**config.mk**
```make
export PLATFORM = sky130hd
export DESIGN_NAME = ieq_error_queue
export DESIGN_NICKNAME = d
export VERILOG_FILES = /design/src/rtl/ieq_pkg.sv /design/src/rtl/ieq_selftest.sv /design/src/rtl/ieq_error_queue.sv
export SDC_FILE = /design/constraint.sdc
export NUM_CORES = 1
export LEC_CHECK = 0
export BUFFER_PORTS_ARGS = -buffer_cell sky130_fd_sc_hd__buf_2
export CORE_MARGIN = 2
export CORE_UTILIZATION = 60
export CTS_BUF_LIST = sky130_fd_sc_hd__clkbuf_16
export CTS_CLUSTER_SIZE = 20
export DETAILED_ROUTE_END_ITERATION = 7
export PLACE_DENSITY = 0.74
export SETUP_SLACK_MARGIN = 0.1
export SYNTH_ARGS = -nofsm -noshare
export SYNTH_HDL_FRONTEND = slang
export SYNTH_SLANG_ARGS = --single-unit
```
**constraint.sdc**
```tcl
create_clock -name ref_clk -period 5.5 [get_ports ref_clk]
set_clock_uncertainty 0.1 [all_clocks]
set_input_delay 0.825 -clock ref_clk [delete_from_list [all_inputs] [get_ports ref_clk]]
set_output_delay 0.825 -clock ref_clk [all_outputs]
set_load 0.05 [all_outputs]
```
**src/rtl/ieq_pkg.sv**
```systemverilog
package ieq_pkg;

  // ----------------------------------------------------------------
  // Queue geometry
  // ----------------------------------------------------------------
  localparam int unsigned DEPTH      = 20;
  localparam int unsigned PTR_W      = 5;
  localparam int unsigned CODE_W     = 16;
  localparam int unsigned MSG_ID_W   = 8;
  localparam int unsigned MSG_MAX_CH = 80;

  localparam logic [PTR_W-1:0] PTR_LAST  = 5'h13;
  localparam logic [PTR_W-1:0] PTR_ZERO  = 5'h00;
  localparam logic [PTR_W:0]   CNT_FULL  = 6'h14;
  localparam logic [PTR_W:0]   CNT_RESET = 6'h00;

  // ----------------------------------------------------------------
  // Fixed codes and message identifiers
  // ----------------------------------------------------------------
  localparam logic [CODE_W-1:0]   CODE_OVERFLOW = 16'hfea2;  // -350
  localparam logic [CODE_W-1:0]   CODE_NONE     = 16'h0000;  // +0
  localparam logic [MSG_ID_W-1:0] MSG_TOO_MANY  = 8'hfe;
  localparam logic [MSG_ID_W-1:0] MSG_NO_ERROR  = 8'hff;     // Remote wording
  localparam logic [MSG_ID_W-1:0] MSG_NO_ERRORS = 8'hfd;     // Panel wording

  // ----------------------------------------------------------------
  // Self-test timing
  // ----------------------------------------------------------------
  localparam longint unsigned CLK_HZ       = 10_000_000;
  localparam longint unsigned TEST_TIME_MS = 2000;
  localparam longint unsigned TEST_CYCLES  = TEST_TIME_MS * CLK_HZ / 1000;

  // One queue record: signed code plus a message index into text ROM
  typedef struct packed {
    logic [CODE_W-1:0]   code;
    logic [MSG_ID_W-1:0] msg;
  } ieq_entry_t;

  typedef enum logic {
    IEQ_SRC_REMOTE,
    IEQ_SRC_PANEL
  } ieq_src_t;

endpackage

```
**src/rtl/ieq_selftest.sv**
```systemverilog
`timescale 1ns/1ps
module ieq_selftest #(
  parameter longint unsigned TEST_CYCLES = ieq_pkg::TEST_CYCLES
) (
  // Clock and reset
  input  wire logic ref_clk,
  input  wire logic rstn,
  // Control
  input  wire logic start,
  input  wire logic unit_fail,
  // Result
  output logic      busy,
  output logic      done,
  output logic      fail
);

  typedef enum logic [1:0] {
    IEQ_ST_IDLE,
    IEQ_ST_RUN,
    IEQ_ST_DONE
  } ieq_st_t;

  ieq_st_t      state;
  logic [31:0]  count;
  logic         seen_fail;

  // ----------------------------------------------------------------
  // Sequencer
  // ----------------------------------------------------------------
  always_ff @(posedge ref_clk or negedge rstn) begin
    if (!rstn) begin
      state     <= IEQ_ST_IDLE;
      count     <= 32'h0;
      seen_fail <= 1'b0;
    end else begin
      unique case (state)
        IEQ_ST_IDLE: begin
          if (start) begin
            state     <= IEQ_ST_RUN;
            count     <= 32'h0;
            seen_fail <= 1'b0;
          end
        end
        IEQ_ST_RUN: begin
          seen_fail <= seen_fail | unit_fail;
          // Fixed run length; about 2 s at 10 MHz
          if (count == 32'(TEST_CYCLES - 1)) begin
            state <= IEQ_ST_DONE;
          end else begin
            count <= count + 32'h1;
          end
        end
        IEQ_ST_DONE: begin
          state <= IEQ_ST_IDLE;
        end
        default: state <= IEQ_ST_IDLE;
      endcase
    end
  end

  // ----------------------------------------------------------------
  // Done pulse and fail result; fail held until next start
  // ----------------------------------------------------------------
  always_ff @(posedge ref_clk or negedge rstn) begin
    if (!rstn) begin
      fail <= 1'b0;
      done <= 1'b0;
    end else begin
      done <= (state == IEQ_ST_RUN) && (count == 32'(TEST_CYCLES - 1));
      if (start && state == IEQ_ST_IDLE) begin
        fail <= 1'b0;
      end else if (state == IEQ_ST_RUN && count == 32'(TEST_CYCLES - 1)) begin
        fail <= seen_fail | unit_fail;
      end
    end
  end

  assign busy = (state != IEQ_ST_IDLE);

endmodule // ieq_selftest

```
**src/rtl/ieq_error_queue.sv**
```systemverilog
`timescale 1ns/1ps
// Function
// Queue holds up to 20 code/message records
// Reads return the oldest entry first
// Indicator lit while any entry queued
// Indicator off once queue drained
// One beep pulse per new fault
// Full queue: newest becomes -350 overflow
// After overflow, drop faults until read
// Empty read gives +0 no-error message
// Power-up and clear-status empty queue
// Reset command leaves queue untouched
// Message text at most 80 characters
// Panel key pops and shows one entry
// Failed power-on self-test lights indicator
// Complete self-test ~2 s, then pass/fail
// Test query answers 0 pass, 1 fail
// Operator holds key 5 s at power-on
// Same-cycle fault and read: pop then push
// Any removal ends overflow blocking
module ieq_error_queue #(
  parameter longint unsigned TEST_CYCLES = ieq_pkg::TEST_CYCLES
) (
  // Clock and reset
  input  wire logic               ref_clk,
  input  wire logic               rstn,
  // Fault sources
  input  wire logic               fault_valid,
  input  wire ieq_pkg::ieq_entry_t fault_entry,
  // Readers
  input  wire logic               remote_read,
  input  wire logic               panel_read,
  // Status commands
  input  wire logic               clear_status,
  input  wire logic               reset_cmd,
  // Self-test
  input  wire logic               post_done,
  input  wire logic               post_fail,
  input  wire logic               test_start,
  input  wire logic               test_unit_fail,
  output logic                    test_busy,
  output logic                    test_done,
  output logic                    test_result,
  // Read answer
  output logic                    rd_valid,
  output ieq_pkg::ieq_src_t       rd_src,
  output ieq_pkg::ieq_entry_t     rd_entry,
  // Indicators
  output logic                    err_led,
  output logic                    beep,
  output logic [5:0]              count
);

  ieq_pkg::ieq_entry_t mem [ieq_pkg::DEPTH];
  logic [ieq_pkg::PTR_W-1:0] rd_ptr;
  logic [ieq_pkg::PTR_W-1:0] wr_ptr;
  logic                      blocked;
  logic                      post_bad;
  logic                      test_bad;
  logic                      st_done;
  logic                      st_fail;
  logic                      do_read;
  logic                      do_pop;
  logic                      full_now;
  logic                      do_push;
  logic                      do_ovf;
  logic [ieq_pkg::PTR_W-1:0] newest;

  // ----------------------------------------------------------------
  // Helpers
  // ----------------------------------------------------------------
  function automatic logic [ieq_pkg::PTR_W-1:0] wrap_inc(
    input logic [ieq_pkg::PTR_W-1:0] p
  );
    wrap_inc = (p == ieq_pkg::PTR_LAST) ? ieq_pkg::PTR_ZERO : p + 5'h01;
  endfunction

  function automatic logic [ieq_pkg::PTR_W-1:0] wrap_dec(
    input logic [ieq_pkg::PTR_W-1:0] p
  );
    wrap_dec = (p == ieq_pkg::PTR_ZERO) ? ieq_pkg::PTR_LAST : p - 5'h01;
  endfunction

  // ----------------------------------------------------------------
  // Queue control
  // ----------------------------------------------------------------
  // Remote read wins over a panel press in the same cycle
  assign do_read  = remote_read | panel_read;
  assign do_pop   = do_read && (count != ieq_pkg::CNT_RESET);
  // Pop is applied first so a freed slot is seen by the push
  assign full_now = (count == ieq_pkg::CNT_FULL) && !do_pop;
  assign do_push  = fault_valid && !full_now && !(blocked && !do_pop);
  assign do_ovf   = fault_valid && full_now && !blocked;
  assign newest   = wrap_dec(wr_ptr);

  // Text is only an index; ROM strings elsewhere keep to 80 characters
  always_ff @(posedge ref_clk) begin
    if (do_push) begin
      mem[wr_ptr] <= fault_entry;
    end else if (do_ovf) begin
      mem[newest] <= '{code: ieq_pkg::CODE_OVERFLOW, msg: ieq_pkg::MSG_TOO_MANY};
    end
  end

  // Reset command deliberately not wired here
  always_ff @(posedge ref_clk or negedge rstn) begin
    if (!rstn) begin
      rd_ptr <= ieq_pkg::PTR_ZERO;
      wr_ptr <= ieq_pkg::PTR_ZERO;
      count  <= ieq_pkg::CNT_RESET;
    end else if (clear_status) begin
      rd_ptr <= ieq_pkg::PTR_ZERO;
      wr_ptr <= ieq_pkg::PTR_ZERO;
      count  <= ieq_pkg::CNT_RESET;
    end else begin
      if (do_pop) begin
        rd_ptr <= wrap_inc(rd_ptr);
      end
      if (do_push) begin
        wr_ptr <= wrap_inc(wr_ptr);
      end
      count <= count + {5'h00, do_push} - {5'h00, do_pop};
    end
  end

  always_ff @(posedge ref_clk or negedge rstn) begin
    if (!rstn) begin
      blocked <= 1'b0;
    end else if (clear_status || do_pop) begin
      blocked <= 1'b0;
    end else if (do_ovf) begin
      blocked <= 1'b1;
    end
  end

  // ----------------------------------------------------------------
  // Read answer
  // ----------------------------------------------------------------
  always_ff @(posedge ref_clk or negedge rstn) begin
    if (!rstn) begin
      rd_valid <= 1'b0;
      rd_src   <= ieq_pkg::IEQ_SRC_REMOTE;
      rd_entry <= '0;
    end else begin
      rd_valid <= do_read && !clear_status;
      if (do_read) begin
        rd_src <= remote_read ? ieq_pkg::IEQ_SRC_REMOTE : ieq_pkg::IEQ_SRC_PANEL;
        if (count != ieq_pkg::CNT_RESET) begin
          rd_entry <= mem[rd_ptr];
        end else begin
          rd_entry <= '{code: ieq_pkg::CODE_NONE,
                        msg:  remote_read ? ieq_pkg::MSG_NO_ERROR : ieq_pkg::MSG_NO_ERRORS};
        end
      end
    end
  end

  // ----------------------------------------------------------------
  // Beep and indicator
  // ----------------------------------------------------------------
  always_ff @(posedge ref_clk or negedge rstn) begin
    if (!rstn) begin
      beep <= 1'b0;
    end else begin
      // Beeps even when the fault is dropped: it was still generated
      beep <= fault_valid;
    end
  end

  always_ff @(posedge ref_clk or negedge rstn) begin
    if (!rstn) begin
      post_bad <= 1'b0;
      test_bad <= 1'b0;
    end else begin
      if (post_done) begin
        post_bad <= post_fail;
      end
      if (st_done) begin
        test_bad <= st_fail;
      end
    end
  end

  // Operator holding the key 5 s is decoded upstream into test_start
  ieq_selftest #(
    .TEST_CYCLES (TEST_CYCLES)
  ) u_selftest (
    .ref_clk   (ref_clk),
    .rstn      (rstn),
    .start     (test_start),
    .unit_fail (test_unit_fail),
    .busy      (test_busy),
    .done      (st_done),
    .fail      (st_fail)
  );

  assign test_done   = st_done;
  assign test_result = st_fail;
  assign err_led     = (count != ieq_pkg::CNT_RESET) | post_bad | test_bad;

endmodule // ieq_error_queue

```
# Word level (Yosys, flattened, before mapping)
# Memories as Yosys holds them, arrays and structs flattened.
# Index checks and enable logic that the tools add are counted.
# word_totals
register_bits,83
mem_bits_rw,480
n_memories,1
word_cells,95
inputBits,35
output_inout_bits,37
# op_classes
reduce_logical,29
mux,31
eq_ne,8
bitwise_logic,4
addsub,6
# mem_list
memory,depth,word_bits,read_ports,rd_ports_with_merged_regs,write_ports,line_no,text
mem,20,24,1,0,1,ieq_error_queue.sv:54,ieq_pkg::ieq_entry_t mem [ieq_pkg::DEPTH];
# op_table
cell,n
2-to-1 mux 32 bit,2
case mux 32 bit (2 select lines),1
2-to-1 mux 24 bit,2
2-to-1 mux 5 bit,8
"adder 32 x 1 -> 32 bit, second input constant",1
"equality test 32 x 25 -> 1 bit, second input constant",1
OR reduction 24 bit,1
2-to-1 mux 1 bit,12
nonzero test 2 bit,6
"adder 5 x 1 -> 5 bit, second input constant",2
"equality test 5 bit, second input constant",2
logical AND 1 bit,10
adder 6 x 1 -> 6 bit,1
"equality test 6 x 5 -> 1 bit, second input constant",1
2-to-1 mux 2 bit,3
2-to-1 mux 6 bit,1
"!= test 2 bit, second input constant",3
nonzero test 6 bit,1
subtractor 6 x 1 -> 6 bit,1
logical NOT 1 bit,5
logical NOT 5 bit,1
"subtractor 5 x 1 -> 5 bit, second input constant",1
bitwise OR 1 bit,4
case mux 2 bit (2 select lines),1
6 further kinds,7

# Longest topological paths before layout
# logic_depth
depth_word,11
depth_mapped,16
mapped_depth_nobuf,15

# Hierarchy
# From an unflattened synthesis, not the netlist that was laid out.
# unflattened
cells_unflattened,1396
area_unflattened_um2,23251.0
# modules_own_cells
module,instances,area_per_inst_um2,cells_per_inst,seq_area_each_um2
ieq_error_queue,1,21058.9,1150,15564.9
ieq_selftest,1,2192.1,246,925.9

# Worst setup path after synthesis
# OpenSTA, ideal clock, no wires.
# synth_path
path_kind,reg2reg
start,reg count[2]
end,mem mem[10][0] in the netlist's numbering (enable)
t_arrival_ns,3.758
setup_ns,0.435
required_time_ns,4.965
n_path_buf,1
setup_slack_ns,1.206
path_stages_with_launch,9
period_less_slack_ns,4.294
cell_sequence,dfrtp_1 > inv_1 > ha_1 > and4bb_2 > o22ai_1 > and2_1 > clkbuf_1 > a32oi_1 > nor3_1
# synth_between
elab_chain_cells,11
elab_cells_between_ends,20
classes_between,eq/ne (1); mux (7); reduce/logical (12)
# synth_rtl
element,line_no,text
from (decl),ieq_error_queue.sv:51,output logic [5:0] count
from (signal assigned),ieq_error_queue.sv:110,count <= ieq_pkg::CNT_RESET;
from (signal assigned),ieq_error_queue.sv:114,count <= ieq_pkg::CNT_RESET;
from (signal assigned),ieq_error_queue.sv:122,"count <= count + {5'h00, do_push} - {5'h00, do_pop};"
nonzero test 6 bit,ieq_error_queue.sv:89,assign do_pop = do_read && (count != ieq_pkg::CNT_RESET);
logical AND 1 bit,ieq_error_queue.sv:89,
logical NOT 1 bit,"ieq_error_queue.sv:91, ieq_error_queue.sv:92",
logical AND 1 bit,ieq_error_queue.sv:91,assign full_now = (count == ieq_pkg::CNT_FULL) && !do_pop;
logical AND 1 bit or logical NOT 1 bit (tied branches),"ieq_error_queue.sv:93, ieq_error_queue.sv:92",
logical AND 1 bit (on tied branches),"ieq_error_queue.sv:93, ieq_error_queue.sv:92",
2-to-1 mux 1 bit or logical AND 1 bit (tied branches),"ieq_error_queue.sv:100, ieq_error_queue.sv:92",
2-to-1 mux 1 bit,ieq_error_queue.sv:98,if (do_push) begin
2-to-1 mux 1 bit (implied by the code),ieq_error_queue.sv:101,"mem[newest] <= '{code: ieq_pkg::CODE_OVERFLOW, msg: ieq_pkg::MSG_TOO_MANY};"
OR reduction 24 bit (no source line),-,
2-to-1 mux 5 bit (no source line) or 2-to-1 mux 1 bit (tied branches),-,
to (decl),ieq_error_queue.sv:54,
# Several ways; a longest one is shown, not always the timed one.

# Worst setup path after layout
# layout_path
start,in remote_read
end,mem mem[13][16] in the netlist's numbering (enable)
# layout_between
elab_chain_cells,11
elab_cells_between_ends,19
classes_between,mux (7); bitwise (1); reduce/logical (11)
# layout_rtl
element,line_no,text
from (decl),ieq_error_queue.sv:31,"input wire logic remote_read,"
bitwise OR 1 bit (*),ieq_error_queue.sv:88,assign do_read = remote_read | panel_read;
logical AND 1 bit (*),ieq_error_queue.sv:89,
logical NOT 1 bit (*),"ieq_error_queue.sv:91, ieq_error_queue.sv:92",
logical AND 1 bit,ieq_error_queue.sv:91,
logical AND 1 bit or logical NOT 1 bit (tied branches),"ieq_error_queue.sv:93, ieq_error_queue.sv:92",
logical AND 1 bit (on tied branches),"ieq_error_queue.sv:93, ieq_error_queue.sv:92",
2-to-1 mux 1 bit or logical AND 1 bit (tied branches),"ieq_error_queue.sv:100, ieq_error_queue.sv:92",
2-to-1 mux 1 bit,ieq_error_queue.sv:98,
2-to-1 mux 1 bit (implied by the code),ieq_error_queue.sv:101,
OR reduction 24 bit (no source line),-,
2-to-1 mux 5 bit (no source line) or 2-to-1 mux 1 bit (tied branches),-,
# Every way passes the cells marked *; elsewhere a longest branch is shown, timed or not.

==> reports/qor.yml <==
clocking:
  clock_latency_ns: 0.61
  clkSinkCount: 563
  cts_tree: "yes"
  cts-hold-fix-buffers: 0
  cts_buffer_depth: 3
  root_buffer: "clkbuf_16"
  numCtsBuffers: 55
  htree_levels: 2
  cts.reportedPaths.clkPinSlew_ns: 0.06
  postCtsResizedCells: 0
  cts_setup_buffers: 0
logic_synthesis:
  yosysWarnings: 0
  yosysTopAreaCellShare_pct: 63.1
  syn_inst: 1344
  synth_most_common_cell: "edfxtp_1"
  synth_edf_count: 480
  synthArstFlopShare_pct: 14.7
  synth_area_um2: 22800
  yosysSeqAreaShare_pct: 72.2
  synth_area_leader_cell: "edfxtp_1"
  ys_types: 60
  syn_nets: 1393
  ys_seq_elements: 563
  syn_area_per_cell_um2: 17.0
  synth_flop_cell: "edfxtp_1"
  synthTopCellsByArea: "edfxtp_1 (63%), mux4_2 (9.5%), dfrtp_1 (9.1%)"
  synth_commonest_cells: "edfxtp_1 (480), nor2_1 (98), mux4_2 (96), dfrtp_1 (83), a211oi_1 (81)"
timing:
  setup_viol: 0
  period_needed_ns: 3.88
  finalHoldViolations: 0
  drv_slew: 0
  rsz0062_at_grt: "false"
  worst_pin_slew_ns: 1.31
  slew-limit-headroom_pct: 12.6
  finalCritPeriodShare_pct: 70.6
  fmax_mhz: 258
  finalSetupTns_ns: 0
critical_path:
  crit_chain: "buf_2 -> or2_2 -> buf_4 -> a2111oi_4 -> mux2i_1 -> a31oi_1 -> nor2_4 -> buf_4"
  critical_path_peak_fanout: 23
  cp_slowest_stage_delay_ns: 0.77
  cp_slowest_cell: "nor2_4"
  crit_type: "in -> reg"
  crit_path_end_kind: "register"
  start_kind: "input pin"
  rrSetupSlack_ns: 1.65
  reg2regPathDepth: 9
  r2r_start: "count[3]$_DFF_PN0_"
  crit_arrival_ns: 4.08
  crit_path_frequent_cell: "buf_4"
  required_ns: 5.70
  rr_endpoint: "mem[14][15]$_DFFE_PP_"
global_routing:
  grt_overflow_total: 0
  grt_pass1_vias: 12400
  grt_first_pass_wirelength_mm: 72.7
  track_usage_pct: 24.9
  antenna_found_initial: 0
  grt_start_max_net_pins: 81
final_layout:
  fin_cells: 1987
  syn_to_final_growth_pct: 11.9
  num_antenna_cells: 0
  fin_util_pct: 68.0
  fin_nets: 1479
  layout-drive-gt1-share_pct: 21.5
  fillers: 2493
power_and_ir_drop:
  peakVddDrop_v: 0.000384
  leakage_nw: 8.40
  powerDensity_nw_per_um2: 416
die:
  dieWidth_um: 199
  die_y_um: 199
  rows: 71
  core_area_um2: 37600
  dieArea_um2: 39600
  io_pins: 72
  start_util_pct: 60.8
place:
  port_buffers: 70
  dp_hpwl_mm: 26.8
  dpl.cell_count: 1884
  gp_congestion: 0.846
detailed_routing:
  drt_iter0_markers: 987
  drcViolationCount: 0
  wirelength_mm: 47.7
  vias_per_cell: 6.30
  antenna_left: 0
  dr_total_vias: 12500
  dr.pass1.iters: 5
  wl_per_cell_um: 24.0
outcome:
  status: "finished clean"
min_path:
  hp-class: "in -> async"
flow_run:
  drv_cap: 0
[state kept, by name (all words and copies together) (netlist names), 2 cells and up]
name	flops
u_selftest.count	32
wr_ptr	5
rd_entry	24
count	6
mem	480
u_selftest.state	2
rd_ptr	5
[stage by stage]
stage	setup slack [ns]	power (W)	hold WS, ns	cell area, um^2
floorplan	1.21	0.00673	0.370	22800
global placement	1.23	0.00721	0.372	23900
detailed placement	1.13	0.00725	0.392	23900
CTS	1.71	0.0107	0.0539	25600
global route	1.51	0.0110	0.0831	25600
finish	1.62	0.0106	0.0673	25600
[cells in the final DEF, fill, tap and decap left out, types with 32 or more instances in the layout]
| cell | instances |
|---|---|
| buf_2 | 69 |
| mux4_2 | 96 |
| inv_1 | 36 |
| edfxtp_1 | 480 |
| clkbuf_16 | 55 |
| buf_4 | 32 |
| dfrtp_1 | 81 |
| a211oi_1 | 81 |
| nor2_1 | 85 |
| a21oi_1 | 35 |
| nor2b_1 | 57 |
[layout make-up]
cell class                      count  area [um^2]  area share, %
Clock buffer                       55         1380           5.39
Sequential cell                   563        16500           64.6
Tap cell                          511          639           2.50
Multi-Input combinational cell    687         6030           23.6
Inverter                           20         75.1          0.294
Timing Repair Buffer              103          626           2.45
Clock inverter                     48          308           1.20
[power breakdown]
group          switching, W  internal [W]
combinational       0.00130      0.000828
clock               0.00157       0.00192
sequential         0.000207       0.00482
total               0.00307       0.00756
[worst max path at each step]
| stage | slack [ns] | end | from | depth (start not counted) |
|---|---|---|---|---|
| 4_1_cts | 1.71 | mem[14][7]$_DFFE_PP_ | count[2]$_DFF_PN0_ | 9 |
| 6_report | 1.62 | mem[13][16]$_DFFE_PP_ | remote_read | 8 |
| 5_1_grt | 1.51 | mem[14][2]$_DFFE_PP_ | count[3]$_DFF_PN0_ | 9 |
| 2_1_floorplan | 1.21 | mem[10][0]$_DFFE_PP_ | count[2]$_DFF_PN0_ | 8 |
| 3_3_place_gp | 1.23 | mem[14][5]$_DFFE_PP_ | remote_read | 8 |
| 3_5_place_dp | 1.13 | mem[12][18]$_DFFE_PP_ | remote_read | 7 |
[kinds of logic after synthesis]
family	after synthesis	synth area share (%)
mux	103	9.79
buf+inv	94	1.89
compound gates	199	6.12
flops	563	72.2
xor+xnor	18	0.691
fa+ha+maj	14	0.800
simple gates	353	8.48
[layer usage]
layer  vias up  share of wire, %  GRT usage (%)
met3        93               6.5           3.14
met5         -                 0              0
met2       497                49           41.1
li1       5537                 -              -
met1      6399                41           35.1
met4         0               2.7           8.51
[worst max-delay path: cells and delay by family]
family / cells / cell delay [ns]
buffers and inverters: 3 / 0.81
AO/OA/AOI/OAI: 2 / 0.78
multiplexers: 1 / 0.31
AND/OR/NAND/NOR: 2 / 1.32
No activity file was read; power rests on OpenSTA's default activity.
